`config.mk`:
```
export PLATFORM = sky130hd
export DESIGN_NAME = spms_port
export DESIGN_NICKNAME = d
export VERILOG_FILES = /design/src/design/spms_port.v /design/src/design/spms_sync.v
export VERILOG_INCLUDE_DIRS = /design/src /design/src/design
export SDC_FILE = /design/constraint.sdc
export NUM_CORES = 1
export LEC_CHECK = 0
export BUFFER_PORTS_ARGS = -buffer_cell sky130_fd_sc_hd__buf_4
export CORE_MARGIN = 4
export CORE_UTILIZATION = 57
export CTS_BUF_LIST = sky130_fd_sc_hd__clkbuf_4
export CTS_CLUSTER_SIZE = 40
export DETAILED_ROUTE_END_ITERATION = 8
export MAX_ROUTING_LAYER = met4
export PLACE_DENSITY = 0.92
export SYNTH_ARGS = -nofsm -noshare
export SYNTH_HDL_FRONTEND = slang
export SYNTH_SLANG_ARGS = --single-unit
```
`constraint.sdc`:
```
create_clock -name pclk -period 2.6 [get_ports pclk]
set_input_delay 0.13 -clock pclk [delete_from_list [all_inputs] [get_ports pclk]]
set_output_delay 0.13 -clock pclk [all_outputs]
set_load 0.02 [all_outputs]
```
`src/design/spms_regs.vh`:
```
// register map, field positions and reset values of the serial port
`ifndef SPMS_REGS_VH
`define SPMS_REGS_VH

// register indexes; byte address is four times the index
`define SPMS_IDX_CTRL   10'h0D4
`define SPMS_IDX_STAT   10'h0D5
`define SPMS_IDX_DATA   10'h0D6

// register select codes used by the address decoder
`define SPMS_SEL_NONE   2'h0
`define SPMS_SEL_CTRL   2'h1
`define SPMS_SEL_STAT   2'h2
`define SPMS_SEL_DATA   2'h3

// serial_port_control fields and reset value
`define SPMS_CTRL_RST   8'h14
`define SPMS_C_RATE2    7
`define SPMS_C_EN       6
`define SPMS_C_SELECT_PIN_DISABLE    5
`define SPMS_C_MASTER_SELECT_BIT     4
`define SPMS_C_CLOCK_IDLE_LEVEL     3
`define SPMS_C_CLOCK_SAMPLE_EDGE     2
`define SPMS_C_RATE1    1
`define SPMS_C_RATE0    0
`define SPMS_EN_CLR     8'hBF

// serial_port_status_control fields
`define SPMS_S_TC       7
`define SPMS_S_OVR      5
`define SPMS_S_SELECT_CONFLICT_FLAG     4
`define SPMS_S_TE       3
`define SPMS_S_LSBF     2
`define SPMS_S_TEIE     1
`define SPMS_S_MODFIE   0

// divider: code n gives a half period of 2**n pclk cycles
`define SPMS_RATE_MIN   3'h1
`define SPMS_RATE_MAX   3'h6
`define SPMS_HALF_ONE   7'h01

// sixteen serial clock edges per byte
`define SPMS_LAST_EDGE  4'hF
`define SPMS_EDGE_ONE   4'h1
`define SPMS_EDGE_ZERO  4'h0

`endif

```
`src/design/spms_port.v`:
```
// byte-wide serial peripheral port, master or slave, with apb registers
//
// Notes on behaviour
// - phase zero: slave drives first bit early
// - phase one: first clock edge starts transfer
// - phase one: select may stay low
// - queued byte follows at once, no gap
// - transmit empty tracks the holding buffer
// - slave resends last received byte if idle
// - master conflict: flag, request, drop enable
// - fault cleared by status read, control write
// - slave select rising flags a fault
// - slave byte ends on eighth returning edge
// - deselected slave floats output, clears count
// - select disabled: phase-one slave always selected
// - overrun keeps unread byte
// - complete flag requests unless empty enabled
// - empty flag requests when enabled; fault request
// - enable bit clear resets port logic
// - select disable bit ignores select pin, except in a phase-zero slave
// - polarity bit sets clock idle level
// - phase bit sets sampling edge
// - rate bits divide pclk by 4 to 128
// - master bit selects master or slave
// - master write loads idle shifter, starts
//
// The APB register port was decided locally.
`include "spms_regs.vh"

module spms_port #(
	parameter ADDR_W = 12
) (
	input  wire              pclk,
	input  wire              presetn,
	input  wire              psel,
	input  wire              penable,
	input  wire              pwrite,
	input  wire [ADDR_W-1:0] paddr,
	input  wire [31:0]       pwdata,
	output wire [31:0]       prdata,
	output wire              pready,
	output wire              pslverr,
	input  wire              sck_i,
	output wire              sck_o,
	output wire              sck_oe,
	input  wire              mosi_i,
	output wire              mosi_o,
	output wire              mosi_oe,
	input  wire              miso_i,
	output wire              miso_o,
	output wire              miso_oe,
	input  wire              ss_n_i,
	output wire              xfer_irq,
	output wire              select_conflict_flag_irq
);

	localparam [1:0] ST_IDLE = 2'h0;
	localparam [1:0] ST_MRUN = 2'h1;
	localparam [1:0] ST_SRUN = 2'h2;

	reg  [7:0]  ctrl_q;
	reg         lsbf_q;
	reg         teie_q;
	reg         modfie_q;
	reg         tc_q;
	reg         ovr_q;
	reg         select_conflict_flag_q;
	reg         tc_arm_q;
	reg         select_conflict_flag_arm_q;
	reg  [7:0]  txbuf_q;
	reg         txfull_q;
	reg  [7:0]  rdata_q;
	reg  [7:0]  tx_q;
	reg  [7:0]  rx_q;
	reg         out_q;
	reg         sck_q;
	reg  [1:0]  st_q;
	reg  [3:0]  edge_q;
	reg  [6:0]  div_q;
	reg         sck_d_q;
	reg         ss_d_q;
	reg  [31:0] prdata_q;
	reg         pslverr_q;

	wire [3:0]  pins_s;
	wire        sck_s  = pins_s[0];
	wire        mosi_s = pins_s[1];
	wire        miso_s = pins_s[2];
	wire        ss_s   = pins_s[3];

	// select resets high so an idle-high pin is not seen as a rise that flags a slave fault
	spms_sync #(
		.WIDTH   (4),
		.RST_VAL (4'h8)
	) u_sync (
		.pclk    (pclk),
		.presetn (presetn),
		.async_i ({ss_n_i, miso_i, mosi_i, sck_i}),
		.sync_o  (pins_s)
	);

	function [1:0] reg_sel;
		input [ADDR_W-1:0] addr;
		begin
			if (addr[1:0] != 2'h0)
				reg_sel = `SPMS_SEL_NONE;
			else if (addr[ADDR_W-1:2] == `SPMS_IDX_CTRL)
				reg_sel = `SPMS_SEL_CTRL;
			else if (addr[ADDR_W-1:2] == `SPMS_IDX_STAT)
				reg_sel = `SPMS_SEL_STAT;
			else if (addr[ADDR_W-1:2] == `SPMS_IDX_DATA)
				reg_sel = `SPMS_SEL_DATA;
			else
				reg_sel = `SPMS_SEL_NONE;
		end
	endfunction

	function first_bit;
		input [7:0] b;
		input       lsbf;
		begin
			first_bit = lsbf ? b[0] : b[7];
		end
	endfunction

	function [7:0] shift_out;
		input [7:0] b;
		input       lsbf;
		begin
			shift_out = lsbf ? {1'b0, b[7:1]} : {b[6:0], 1'b0};
		end
	endfunction

	function [7:0] shift_in;
		input [7:0] b;
		input       bit_in;
		input       lsbf;
		begin
			shift_in = lsbf ? {bit_in, b[7:1]} : {b[6:0], bit_in};
		end
	endfunction

	// control fields
	// enable bit
	wire       en    = ctrl_q[`SPMS_C_EN];
	wire       master_select_bit  = ctrl_q[`SPMS_C_MASTER_SELECT_BIT];
	wire       clock_idle_level  = ctrl_q[`SPMS_C_CLOCK_IDLE_LEVEL];
	wire       clock_sample_edge  = ctrl_q[`SPMS_C_CLOCK_SAMPLE_EDGE];
	wire       select_pin_disable = ctrl_q[`SPMS_C_SELECT_PIN_DISABLE];
	wire [2:0] rate  = {ctrl_q[`SPMS_C_RATE2], ctrl_q[`SPMS_C_RATE1],
		ctrl_q[`SPMS_C_RATE0]};

	// invalid rate codes never start a master transfer
	wire       rate_ok = (rate >= `SPMS_RATE_MIN) && (rate <= `SPMS_RATE_MAX);
	wire [6:0] half_m1 = (`SPMS_HALF_ONE << rate) - `SPMS_HALF_ONE;

	// disable bit is void for a phase-zero slave
	wire ss_used  = !select_pin_disable | (!master_select_bit & !clock_sample_edge);
	wire selected = !master_select_bit & (ss_used ? !ss_s : 1'b1);
	wire ss_fall  = ss_used & ss_d_q & !ss_s;
	wire ss_rise  = ss_used & !ss_d_q & ss_s;

	// low select on a master is a conflict
	wire m_fault = en & master_select_bit & !select_pin_disable & !ss_s;
	// slave select rising after being low
	wire s_fault = en & !master_select_bit & ss_rise;

	// edges are judged against the idle level
	wire s_lead_raw  = (sck_s != clock_idle_level) && (sck_d_q == clock_idle_level);
	wire s_trail_raw = (sck_s == clock_idle_level) && (sck_d_q != clock_idle_level);

	wire m_tick  = (st_q == ST_MRUN) && (div_q == 7'h00);
	wire m_lead  = m_tick && (sck_q == clock_idle_level);
	wire m_trail = m_tick && (sck_q != clock_idle_level);
	wire s_lead  = (st_q == ST_SRUN) && selected && s_lead_raw;
	wire s_trail = (st_q == ST_SRUN) && selected && s_trail_raw;

	wire ev_lead  = m_lead | s_lead;
	wire ev_trail = m_trail | s_trail;
	wire in_bit   = master_select_bit ? miso_s : mosi_s;
	wire last     = (edge_q == `SPMS_LAST_EDGE);
	// byte ends on the sixteenth edge, back at idle
	wire done     = ev_trail && last;

	// phase zero samples leading edges, phase one trailing
	wire sample = (ev_lead & !clock_sample_edge) | (ev_trail & clock_sample_edge);
	wire [7:0] rx_fin = (ev_trail & clock_sample_edge) ? shift_in(rx_q, in_bit, lsbf_q)
		: rx_q;

	// master start from idle as soon as a byte waits
	wire m_start = en && master_select_bit && (st_q == ST_IDLE) && txfull_q && rate_ok
		&& !m_fault;
	// master chains a queued byte on the closing edge
	wire m_load  = m_start | (master_select_bit & done & txfull_q);
	// phase zero slave loads on the select fall
	// phase one slave loads on the first edge
	wire s_load  = en && !master_select_bit && (((st_q == ST_IDLE) && selected && !clock_sample_edge
		&& ss_fall) || (s_lead && clock_sample_edge && (edge_q == `SPMS_EDGE_ZERO)));
	// nothing queued, the last received byte goes out
	wire [7:0] ld_byte = txfull_q ? txbuf_q : rx_q;
	// a phase-one master puts its first bit out on the first edge
	wire ld_drive = s_load | (m_load & !clock_sample_edge);
	wire drive    = (ev_lead & clock_sample_edge & !s_load) | (ev_trail & !clock_sample_edge & !last);

	wire       acc   = psel & penable;
	wire       wr    = acc & pwrite;
	wire       rd    = acc & !pwrite;
	wire [1:0] sel_a = reg_sel(paddr);
	wire [7:0] stat_v;

	// empty flag is the inverse of the holding buffer
	assign stat_v = {tc_q, 1'b0, ovr_q, select_conflict_flag_q, !txfull_q, lsbf_q, teie_q,
		modfie_q};

	always @(posedge pclk or negedge presetn) begin
		if (!presetn) begin
			ctrl_q     <= `SPMS_CTRL_RST;
			lsbf_q     <= 1'b0;
			teie_q     <= 1'b0;
			modfie_q   <= 1'b0;
			tc_q       <= 1'b0;
			ovr_q      <= 1'b0;
			select_conflict_flag_q     <= 1'b0;
			tc_arm_q   <= 1'b0;
			select_conflict_flag_arm_q <= 1'b0;
			txbuf_q    <= 8'h00;
			txfull_q   <= 1'b0;
			rdata_q    <= 8'h00;
			tx_q       <= 8'h00;
			rx_q       <= 8'h00;
			out_q      <= 1'b0;
			sck_q      <= 1'b0;
			st_q       <= ST_IDLE;
			edge_q     <= `SPMS_EDGE_ZERO;
			div_q      <= 7'h00;
			sck_d_q    <= 1'b0;
			ss_d_q     <= 1'b1;
		end else begin
			sck_d_q <= sck_s;
			ss_d_q  <= ss_s;

			// bus side; clears come first so hardware sets win below
			if (wr && (sel_a == `SPMS_SEL_CTRL)) begin
				// enable stays off while a fault is pending
				ctrl_q <= select_conflict_flag_q ? (pwdata[7:0] & `SPMS_EN_CLR)
					: pwdata[7:0];
				if (select_conflict_flag_arm_q) begin
					select_conflict_flag_q     <= 1'b0;
					select_conflict_flag_arm_q <= 1'b0;
				end
			end
			if (wr && (sel_a == `SPMS_SEL_STAT)) begin
				lsbf_q   <= pwdata[`SPMS_S_LSBF];
				teie_q   <= pwdata[`SPMS_S_TEIE];
				modfie_q <= pwdata[`SPMS_S_MODFIE];
			end
			if (rd && (sel_a == `SPMS_SEL_STAT)) begin
				tc_arm_q   <= tc_q;
				select_conflict_flag_arm_q <= select_conflict_flag_q;
				ovr_q      <= 1'b0;
			end
			if (acc && (sel_a == `SPMS_SEL_DATA) && tc_arm_q) begin
				tc_q     <= 1'b0;
				tc_arm_q <= 1'b0;
			end
			// a write while the buffer is full is dropped
			if (wr && (sel_a == `SPMS_SEL_DATA) && en && !txfull_q) begin
				txbuf_q  <= pwdata[7:0];
				txfull_q <= 1'b1;
			end

			// shift engine
			if (ev_lead | ev_trail)
				edge_q <= edge_q + `SPMS_EDGE_ONE;
			if (sample)
				rx_q <= shift_in(rx_q, in_bit, lsbf_q);
			if (drive) begin
				out_q <= first_bit(tx_q, lsbf_q);
				tx_q  <= shift_out(tx_q, lsbf_q);
			end
			if (m_load | s_load) begin
				if (txfull_q)
					txfull_q <= 1'b0;
				if (ld_drive) begin
					out_q <= first_bit(ld_byte, lsbf_q);
					tx_q  <= shift_out(ld_byte, lsbf_q);
				end else begin
					tx_q <= ld_byte;
				end
			end
			if (done) begin
				// unread byte is kept, overrun flagged
				if (tc_q) begin
					ovr_q <= 1'b1;
				end else begin
					rdata_q <= rx_fin;
					tc_q    <= 1'b1;
				end
			end

			case (st_q)
				ST_IDLE: begin
					sck_q  <= clock_idle_level;
					edge_q <= `SPMS_EDGE_ZERO;
					div_q  <= half_m1;
					if (m_start)
						st_q <= ST_MRUN;
					else if (en && !master_select_bit && selected)
						st_q <= ST_SRUN;
				end
				ST_MRUN: begin
					if (!master_select_bit) begin
						st_q <= ST_IDLE;
					end else if (m_tick) begin
						div_q <= half_m1;
						sck_q <= !sck_q;
						if (done && !txfull_q)
							st_q <= ST_IDLE;
					end else begin
						div_q <= div_q - 7'h01;
					end
				end
				ST_SRUN: begin
					if (master_select_bit || !selected) begin
						st_q   <= ST_IDLE;
						edge_q <= `SPMS_EDGE_ZERO;
					end
				end
				default: st_q <= ST_IDLE;
			endcase

			// master conflict drops enable and master bits
			if (m_fault) begin
				select_conflict_flag_q            <= 1'b1;
				ctrl_q[`SPMS_C_EN]   <= 1'b0;
				ctrl_q[`SPMS_C_MASTER_SELECT_BIT] <= 1'b0;
				st_q              <= ST_IDLE;
			end
			if (s_fault)
				select_conflict_flag_q <= 1'b1;

			// disabled port returns to its idle state
			if (!en) begin
				st_q     <= ST_IDLE;
				edge_q   <= `SPMS_EDGE_ZERO;
				txfull_q <= 1'b0;
				sck_q    <= clock_idle_level;
			end
		end
	end

	// read data is captured in the setup phase so no wait state is needed
	always @(posedge pclk or negedge presetn) begin
		if (!presetn) begin
			prdata_q  <= 32'h00000000;
			pslverr_q <= 1'b0;
		end else if (psel && !penable) begin
			pslverr_q <= (sel_a == `SPMS_SEL_NONE);
			case (sel_a)
				`SPMS_SEL_CTRL: prdata_q <= {24'h000000, ctrl_q};
				`SPMS_SEL_STAT: prdata_q <= {24'h000000, stat_v};
				`SPMS_SEL_DATA: prdata_q <= {24'h000000, rdata_q};
				default:        prdata_q <= 32'h00000000;
			endcase
		end
	end

	assign prdata  = prdata_q;
	assign pslverr = pslverr_q;
	assign pready  = 1'b1;

	assign sck_o   = sck_q;
	assign sck_oe  = en & master_select_bit;
	assign mosi_o  = out_q;
	assign mosi_oe = en & master_select_bit;
	assign miso_o  = out_q;
	assign miso_oe = en & !master_select_bit & selected;

	// complete flag only while empty requests are off
	assign xfer_irq = en & (teie_q ? !txfull_q : tc_q);
	// no fault request with the select pin disabled
	assign select_conflict_flag_irq = select_conflict_flag_q & modfie_q & !select_pin_disable;

endmodule

```
`src/design/spms_sync.v`:
```
// two-stage synchroniser for a group of asynchronous pin inputs
module spms_sync #(
	parameter       WIDTH   = 4,
	parameter [3:0] RST_VAL = 4'h0
) (
	input  wire             pclk,
	input  wire             presetn,
	input  wire [WIDTH-1:0] async_i,
	output wire [WIDTH-1:0] sync_o
);

	reg [WIDTH-1:0] meta_q;
	reg [WIDTH-1:0] sync_q;

	always @(posedge pclk or negedge presetn) begin
		if (!presetn) begin
			meta_q <= RST_VAL[WIDTH-1:0];
			sync_q <= RST_VAL[WIDTH-1:0];
		end else begin
			meta_q <= async_i;
			sync_q <= meta_q;
		end
	end

	assign sync_o = sync_q;

endmodule

```
---- Yosys cells after proc, flatten, opt, wreduce, memory -nomap -nowiden ----
Cells that the tools add are included.
W data, S select, Z words.
cells by class
  order comparisons ....................... 2
  multiplexer cells ....................... 63
  shift operators ......................... 1
  $add $sub $neg .......................... 3
  reductions and logical operators ........ 65
  eq/ne operators ......................... 23
  bitwise logic cells ..................... 37
operators by type and width
  kind                   number
  $mux W8                8
  $logic_and A1 B1 Y1    33
  $mux W1                31
  $eq A10 B8 Y1 const B  3
  $mux W7                4
  $and A1 B1 Y1          27
  $mux W2                12
  $pmux W8 S3            1
  $pmux W7 S2            1
  $sub A7 B1 Y7 const B  2
  $logic_not A1 Y1       13
  $mux W4                3
  $reduce_bool A2 Y1     6
  $ne A5 B4 Y1 const B   2
  $or A1 B1 Y1           9
  $pmux W4 S2            1
  $logic_not A7 Y1       1
  $shl A1 B3 Y7 const A  1
  $eq A2 B2 Y1 const B   3
  $ne A3 B3 Y1 const B   2
  $pmux W2 S3            1
  $reduce_and A2 Y1      3
  $reduce_bool A3 Y1     2
  $ne A5 B5 Y1 const B   1
  other kinds (17)       24
word-level totals
  output and inout bits ................... 42
  logic and storage cells ................. 220
  register bits after elaboration ......... 107
  input bits .............................. 53

---- Longest topological paths before layout ----
Gate-level depths: netlist of the first run.
  word-level depth ........................ 17
  depth in mapped cells ................... 10
  gate-level depth less buffers ........... 8

---- Cells and area by module ----
Synthesis of the first run repeated with hierarchy kept, for this count alone.
second synthesis, totals
  cell total of the unflattened synthesis .. 468
  area total of the unflattened synthesis .. 4907.2 µm²
by module, submodules not included
  module     sequential area each (µm²)  times used  area an instance (µm²)  cells an instance
  spms_port  1880.6                      1           4704.5                  460
  spms_sync  202.7                       1           202.7                   8

---- Worst setup path before layout of the first run ----
Ideal clock, no wire load.
  path kind ............................... flip-flop to flip-flop
  start point ............................. reg u_sync.sync_q[3], in the netlist u_sync.sync_o[3]
  end point ............................... reg out_q, in the netlist miso_o
  setup slack ............................. 0.171 ns
  buffers on the path ..................... 1
  library setup time ...................... 0.125 ns
  cell stages (with the launch flop) ...... 8
  data required time ...................... 2.475 ns
  clock period less this slack ............ 2.429 ns
  arrival time ............................ 2.304 ns
  cells stage by stage .................... dfstp_2 a21boi_1 a211oi_2 or2_1 a221oi_2 buf_6 mux2_4 mux2_4
between the ends
  word-level cells in the longest chain between the ends .. 15
  elaborated cells on any way between the ends .. 35
  classes of those cells .................. 4 x mux; 16 x bitwise; 15 x reduce/logical
ends and longest elaborated chain
  what                                                              line                                               source
  start, declared                                                   spms_sync.v:13                                     reg [WIDTH-1:0] sync_q;
  start signal, assigned                                            spms_sync.v:18                                     sync_q <= RST_VAL[WIDTH-1:0];
  start signal, assigned                                            spms_sync.v:21                                     sync_q <= meta_q;
  $logic_not A1 Y1 *                                                spms_port.v:159, spms_port.v:160, spms_port.v:164
  parallel branches: the longest is 13 deep, another holds $mux W1  n/a
  $mux W1 *                                                         spms_port.v:281                                    if (m_load | s_load) begin
  end signal, assigned                                              spms_port.v:278                                    out_q <= first_bit(tx_q, lsbf_q);
  end signal, assigned                                              spms_port.v:285                                    out_q <= first_bit(ld_byte, lsbf_q);
  end, declared                                                     spms_port.v:75                                     reg out_q;
Every way passes the cells marked *.
A chain may end at the register's enable or synchronous reset.

---- Worst setup path after layout of the first run ----
  start point ............................. reg div_q[0]
  end point ............................... reg tx_q[0]
between the ends
  word-level cells in the longest chain between the ends .. 12
  elaborated cells on any way between the ends .. 21
  classes of those cells .................. 2 x mux; 13 x bitwise; 6 x reduce/logical
ends and longest elaborated chain
  what                         line             source
  start, declared              spms_port.v:79   reg [6:0] div_q;
  start signal, assigned       spms_port.v:305  div_q <= half_m1;
  start signal, assigned       spms_port.v:315  div_q <= half_m1;
  start signal, assigned       spms_port.v:320  div_q <= div_q - 7'h01;
  $logic_not A7 Y1 *           spms_port.v:172  wire m_tick = (st_q == ST_MRUN) && (div_q == 7'h00);
  $logic_and A1 B1 Y1 *        spms_port.v:172
  $logic_and A1 B1 Y1          spms_port.v:174  wire m_trail = m_tick && (sck_q != clock_idle_level);
  $or A1 B1 Y1                 spms_port.v:179  wire ev_trail = m_trail | s_trail;
  $logic_and A1 B1 Y1          spms_port.v:183  wire done = ev_trail && last;
  $and A1 B1 Y1 (2 in series)  spms_port.v:194  wire m_load = m_start | (master_select_bit & done & txfull_q);
  $or A1 B1 Y1                 spms_port.v:194
  $and A1 B1 Y1                spms_port.v:202  wire ld_drive = s_load | (m_load & !clock_sample_edge);
  $or A1 B1 Y1                 spms_port.v:202
  $mux W8                      spms_port.v:284  if (ld_drive) begin
  $mux W8                      spms_port.v:281
  end signal, assigned         spms_port.v:279  tx_q <= shift_out(tx_q, lsbf_q);
  end signal, assigned         spms_port.v:286  tx_q <= shift_out(ld_byte, lsbf_q);
  end signal, assigned         spms_port.v:288  tx_q <= ld_byte;
  end, declared                spms_port.v:73   reg [7:0] tx_q;
Every way passes the cells marked *; elsewhere a longest branch is shown, timed or not.

==> qor.txt, run 1 <==
crit path capture - tx_q[0]
Hold Path Class - in -> reg
Synth cell types - 60
setup_tns - 0 ps
vias in the first global route - 3802
Slew Limit Fails - 0
reg2reg end - tx_q[0]
first-pass GRT wire length - 19300 um
DRC - 0
Ys Warns - 0
initial antenna violation count - 0
post-layout min period - 2480 ps
pin count of the biggest net entering global routing - 84
Worst Path Required - 2940 ps
I/O pins - 95
Startpoint Class - flip-flop
die width - 100 um
max-cap viol count - 0
H-tree depth - 3
final setup fails - 0
Post-CTS Setup Inserts - 0
r2r startpoint - div_q[0]
vias per cell - 6.00
Hold Vio Cnt, Final - 0
via count - 3756
Clock transition at path regs - 140 ps
Core Box Area - 8220 sq um
Clock Sinks - 83
Post-Route WL - 11600 um
Tightest Pin Transition - 1030 ps
Crit Path Category - reg -> reg
Critical Path Sink Type - flip-flop
final std cells w/o fill - 626
Longest Clk Path Bufs - 2
Routed WL per cell - 18.6 um
total gr overflow - 0
flop and latch count out of synthesis - 83
instance count of the mapped netlist - 457
placed cell count - 594
final hold slack - 47.7 ps
r2r worst-path depth - 9
Syn Area/Cell - 10.5 sq um
Area growth syn-to-layout - 15.1%
sequential element share of the synthesized area - 43.2%
Max VDD drop - 361 uV
run status - finished clean
All-Layer GR Usage - 25.1%
latest clock arrival within the worst-skew pair - 450 ps
Final nets - 574
Die H - 100 um
clk root buf - clkbuf_4
DR pass1 iterations - 5
antenna cell count - 0
Die ar. - 9990 sq um
r2r setup slk - 120 ps
Static Leak - 2.64 nW
fmax - 403 MHz
FP Rows - 33
layout cell share with drive strength beyond 1 - 30.3%
Post-synth ARST share - 100%
CTS tree - built
slew margin rel. - 31.0%
Arr. time, crit path - 2820 ps
fillcell total - 587
Num CTS Buffers - 9
final period utilization - 95.3%
Pwr Density - 437 nW/um^2
RSZ-0062 raised after global routing - yes
Critical path origin - div_q[0]
Initial Util - 58.7%
Synth Cell Area - 4820 sq um
I/O Buffers - 45
Detailed Place HPWL - 7850 um
Post-synth EDFFs - 0
maximum fanout along the worst path - 14
final total power - 2.42 mW
1st-iter DRT viols - 303
DRT antenna net count - 0
RD Place Congestion - 0.827
Clock Skews - 24.9 ps
Main synth FF type - dfrtp_1
-- worst min-delay path by stage --
stage | startpoint | cells past startpoint | end | slack (ps)
2_1_floorplan | presetn | 0 | ctrl_q[0] | -170
3_3_place_gp | ss_n_i | 1 | u_sync.meta_q[3] | 240
3_5_place_dp | ss_n_i | 1 | u_sync.meta_q[3] | 240
4_1_cts | paddr[2] | 2 | prdata[6] | 30
5_1_grt | paddr[2] | 2 | prdata[6] | 50
6_report | paddr[2] | 2 | prdata[6] | 50
-- critical path: stages (launching register included) --
cell	delay, ps
dfrtp_1	430
inv_1	90
ha_1	140
or3b_1	420
nor4_4	360
o21ai_1	120
o2111a_1	300
buf_4	200
a311oi_1	260
a31oi_1	70
-- routing by layer --
| metal | global-route usage (%) | routed length [um] |
|---|---|---|
| met2 | 39.9 | 5740 |
| met1 | 32.3 | 4860 |
| met3 | 3.96 | 656 |
| met5 | - | 0 |
| met4 | 10.4 | 390 |
-- stage by stage --
stage	instance area (sq um)	utilization (%)	worst slack (ps)
after floorplan	4910	-	171
final	5550	67.5	121
after CTS	5520	67.2	92.0
after global placement	5170	63.0	176
after detailed placement	5170	63.0	124
after global routing	5550	67.5	-9.82
-- cells in the mapped netlist (3+ instances only) --
| master | count | area (sq um) |
|---|---|---|
| o21ai_0 | 23 | 115 |
| buf_4 | 28 | 210 |
| buf_2 | 5 | 25.0 |
| nand2b_1 | 7 | 43.8 |
| clkbuf_1 | 15 | 56.3 |
| nor2b_1 | 5 | 31.3 |
| mux2_2 | 58 | 653 |
| a21oi_1 | 20 | 100 |
| nand4_1 | 6 | 37.5 |
| and2_1 | 5 | 31.3 |
| inv_1 | 11 | 41.3 |
| a22o_1 | 12 | 105 |
| a211oi_1 | 3 | 22.5 |
| a31oi_1 | 3 | 18.8 |
| buf_6 | 3 | 33.8 |
| mux4_2 | 5 | 113 |
| ha_1 | 5 | 62.6 |
| mux2i_1 | 23 | 230 |
| dfstp_2 | 5 | 131 |
| nand2_1 | 34 | 128 |
| nor3_1 | 6 | 30.0 |
| or2_1 | 3 | 18.8 |
| or3b_1 | 4 | 35.0 |
| nand3b_1 | 4 | 30.0 |
| dfrtp_1 | 78 | 1950 |
| nor4b_1 | 3 | 26.3 |
| nor2_1 | 35 | 131 |
-- logic make-up (layout without fill, tap and decap cells) --
kind of cell,after synthesis,count (layout),synth area share [%]
and+or+nand+nor,124,124,13.5
muxes,88,88,21.3
AOI/OAI and AO/OA,86,86,11.9
DFF,83,83,43.2
buffers and inverters,65,106,7.86
adders and majority gates,5,5,1.30
xor gates and xnor gates,4,4,0.727
other,2,25,0.156
-- report_power, final --
part | total (mW) | switching, mW | leakage (nW) | internal, mW
clock network | 0.954 | 0.469 | 0.0975 | 0.485
registers | 1.31 | 0.00647 | 1.11 | 1.30
logic | 0.160 | 0.102 | 1.43 | 0.0579
total | 2.42 | 0.577 | 2.64 | 1.84
-- cell type report --
class | instances | area (sq um) | area share [%]
Clock buffer | 9 | 67.6 | 1.22
Clock inverter | 7 | 116 | 2.10
Inverter | 11 | 41.3 | 0.744
Multi-Input combinational cell | 332 | 2470 | 44.6
Sequential cell | 83 | 2080 | 37.6
Tap cell | 105 | 131 | 2.37
Timing Repair Buffer | 79 | 633 | 11.4
-- registers in the layout, indices dropped and copies added (netlist names), 2 cells and up --
register and cells:
edge_q 4, rx_q 8, rdata_q 8, ctrl_q 8
st_q 2, u_sync.meta_q 4, prdata 8, tx_q 8
u_sync.sync_o 4, txbuf_q 8, div_q 7
-- repair_timing --
action | 4_1_cts | 5_1_grt
endpoints found under the setup margin | 0 | 10
hold endpoints to repair | 102 | 0
resized for setup | 0 | 4
hold buffers | 16 | 0
-- placed cells by master, fill, tap and decap left out, types with 12 or more instances in the layout --
| cell | count |
|---|---|
| a21oi_1 | 20 |
| a22o_1 | 12 |
| buf_4 | 63 |
| conb_1 | 25 |
| dfrtp_1 | 78 |
| dlygate4sd3_1 | 16 |
| mux2_2 | 58 |
| mux2i_1 | 23 |
| nand2_1 | 34 |
| nor2_1 | 35 |
| o21ai_0 | 23 |
(Power assumes the default switching activity.)
==> inputs of run 2 (changes only) <==
--- a/config.mk
+++ b/config.mk
@@ -14,6 +14,7 @@
 export DETAILED_ROUTE_END_ITERATION = 8
 export MAX_ROUTING_LAYER = met4
 export PLACE_DENSITY = 0.92
+export RECOVER_POWER = 100
 export SYNTH_ARGS = -nofsm -noshare
 export SYNTH_HDL_FRONTEND = slang
 export SYNTH_SLANG_ARGS = --single-unit
==> run 2 against run 1 <==
Effect of this change: the run now ends with max-capacitance violations, max-slew violations left; maximum frequency rose by 0.23%; cell area fell by 1.3%; clock power barely moved; cell count did not move; sequential power barely moved; critical path depth did not move; core utilization fell by 0.90 points; routed wire length fell by 0.55%; global-route usage did not move; critical path type unchanged; largest cell class unchanged; largest power group unchanged; highest routed layer unchanged.
==> qor.txt, run 2 (synthesis results as in run 1) <==
run status - complete, but fails checks
failing checks - max-capacitance violations, max-slew violations
I/O Buffers - 45 (unchanged)
final std cells w/o fill - 626 (unchanged)
CP delay by family, top - simple AND/OR/NAND/NOR gates
Crit Path Category - reg -> reg
maximum fanout along the worst path - 14 (unchanged)
I/O pins - 95 (unchanged)
first-pass GRT wire length - 19300 um (unchanged)
final period utilization - 95.1% (-0.22 points)
HP Start - paddr[2]
Max VDD drop - 362 uV (+0.28%)
hold worst-path end - prdata[6]
Crit-path slowest cell - dfrtp_1
CP bufs+invs - 2 (unchanged)
Arr. time, crit path - 2810 ps (about the same)
r2r startpoint - div_q[0]
slew margin rel. - -34.1% (-65 points)
Pwr Density - 442 nW/um^2 (+1.2%)
DR pass1 iterations - 5 (unchanged)
commonest cells after routing, fill and taps aside - 78 x dfrtp_1, 58 x mux2_2, 39 x buf_4
clk root buf - clkbuf_4
Slew Limit Fails - 84 (+84)
antenna cell count - 0 (unchanged)
reg2reg end - tx_q[0]
DRC - 0 (unchanged)
Routed WL per cell - 18.5 um (-0.55%)
max-cap viol count - 1 (+1)
Critical path origin - div_q[0]
Initial Util - 58.7% (unchanged)
Longest Clk Path Bufs - 2 (unchanged)
1st-iter DRT viols - 286 (-5.6%)
die width - 100 um (unchanged)
Post-Route WL - 11600 um (-0.55%)
r2r worst-path depth - 9 (unchanged)
RSZ-0062 raised after global routing - yes
design area - 5470 sq um (-1.3%)
fmax - 404 MHz (+0.23%)
Critical Path Sink Type - flip-flop
Clock Skews - 23.8 ps (-1.14 ps)
CP Cell Sequence - inv_1 > ha_1 > or3b_1 > nor4_4 > o21ai_1 > o2111a_1 > buf_4 > a311oi_1 > a31oi_1
post-layout min period - 2470 ps (-5.77 ps)
latest clock arrival within the worst-skew pair - 450 ps (about the same)
area of the multi-input gates - 2470 sq um (unchanged)
Area growth syn-to-layout - 13.5%
Startpoint Class - flip-flop
Clock Sinks - 83 (unchanged)
Die H - 100 um (unchanged)
Die ar. - 9990 sq um (unchanged)
Core Box Area - 8220 sq um (unchanged)
Post-CTS Setup Inserts - 0 (unchanged)
FP Rows - 33 (unchanged)
initial antenna violation count - 0 (unchanged)
RD Place Congestion - 0.827 (unchanged)
Detailed Place HPWL - 7850 um (unchanged)
r2r setup slk - 130 ps (about the same)
All-Layer GR Usage - 25.1% (unchanged)
hold path depth - 2 (unchanged)
pin count of the biggest net entering global routing - 84 (unchanged)
Clock transition at path regs - 140 ps (about the same)
Worst Path Required - 2940 ps (about the same)
H-tree depth - 3 (unchanged)
vias per cell - 5.99 (-0.24%)
Num CTS Buffers - 9 (unchanged)
Sequential Area - 2080 sq um (unchanged)
DP Worst Slack - 124 ps (unchanged)
Hold Path Class - in -> reg
worst setup margin - 127 ps (+5.77 ps)
Tightest Pin Transition - 2010 ps (+977 ps)
Final nets - 574 (unchanged)
placed cell count - 594 (unchanged)
final setup fails - 0 (unchanged)
crit-path max cell delay - 430 ps (about the same)
CP Depth - 9 (unchanged)
DP Area - 5170 sq um (unchanged)
layout cell share with drive strength beyond 1 - 26.5% (-3.8 points)
CTS tree - built
via count - 3747 (-0.24%)
Static Leak - 2.56 nW (-3.2%)
most common cell after layout, fill and taps aside - dfrtp_1
DRT antenna net count - 0 (unchanged)
vias in the first global route - 3802 (unchanged)
total gr overflow - 0 (unchanged)
fillcell total - 620 (+5.6%)
Hold Vio Cnt, Final - 0 (unchanged)
[run 2: cell types whose count changed in the layout (fill, tap and decap cells not counted), sizes merged]
cell    previous run  this run
buf               63        39
clkbuf             9        33
[run 2: worst max-delay path by stage]
| stage | end |
|---|---|
| after floorplan | miso_o |
| after global placement | tx_q[0] |
| after detailed placement | tx_q[0] |
| after CTS | tx_q[0] |
| after global routing | tx_q[0] |
| final | tx_q[0] |
[run 2: through the flow]
stage          hold WS [ps]  TNS [ps]  utilization, %  power (mW)
6_report               48.2         0            66.6        2.42
5_1_grt                47.7     -9.82            66.6        2.50
4_1_cts                31.7         0            67.2        2.42
3_5_place_dp            241         0            63.0        1.47
3_3_place_gp            238         0            63.0        1.46
2_1_floorplan          -166         0               -        1.42
[run 2: what timing repair did]
action | in CTS | in global routing
hold buffers | 16 | 0
hold endpoints to repair | 102 | 0
resized for setup | 0 | 4
setup endpoints to repair | 0 | 10
[run 2: report_power, final]
group	leakage, nW	switching, mW	internal (mW)	total (mW)
sequential	1.11	0.00646	1.30	1.31
clock	0.0975	0.467	0.485	0.952
combinational	1.35	0.101	0.0556	0.157
total	2.56	0.575	1.84	2.42
[run 2: layout make-up]
class,count,share of cell area (%)
well taps,105,2.40
clock buffers,9,1.23
flip-flops and latches,83,38.1
repair buffers,79,10.2
clock inverters,7,2.13
inverters,11,0.754
multi-input cells,332,45.2
[run 2: per-layer routing]
layer | global-route usage [%] | routed length, um
met1 | 32.3 | 4760
met2 | 39.9 | 5720
met3 | 3.96 | 720
met4 | 10.4 | 388
met5 | - | 0
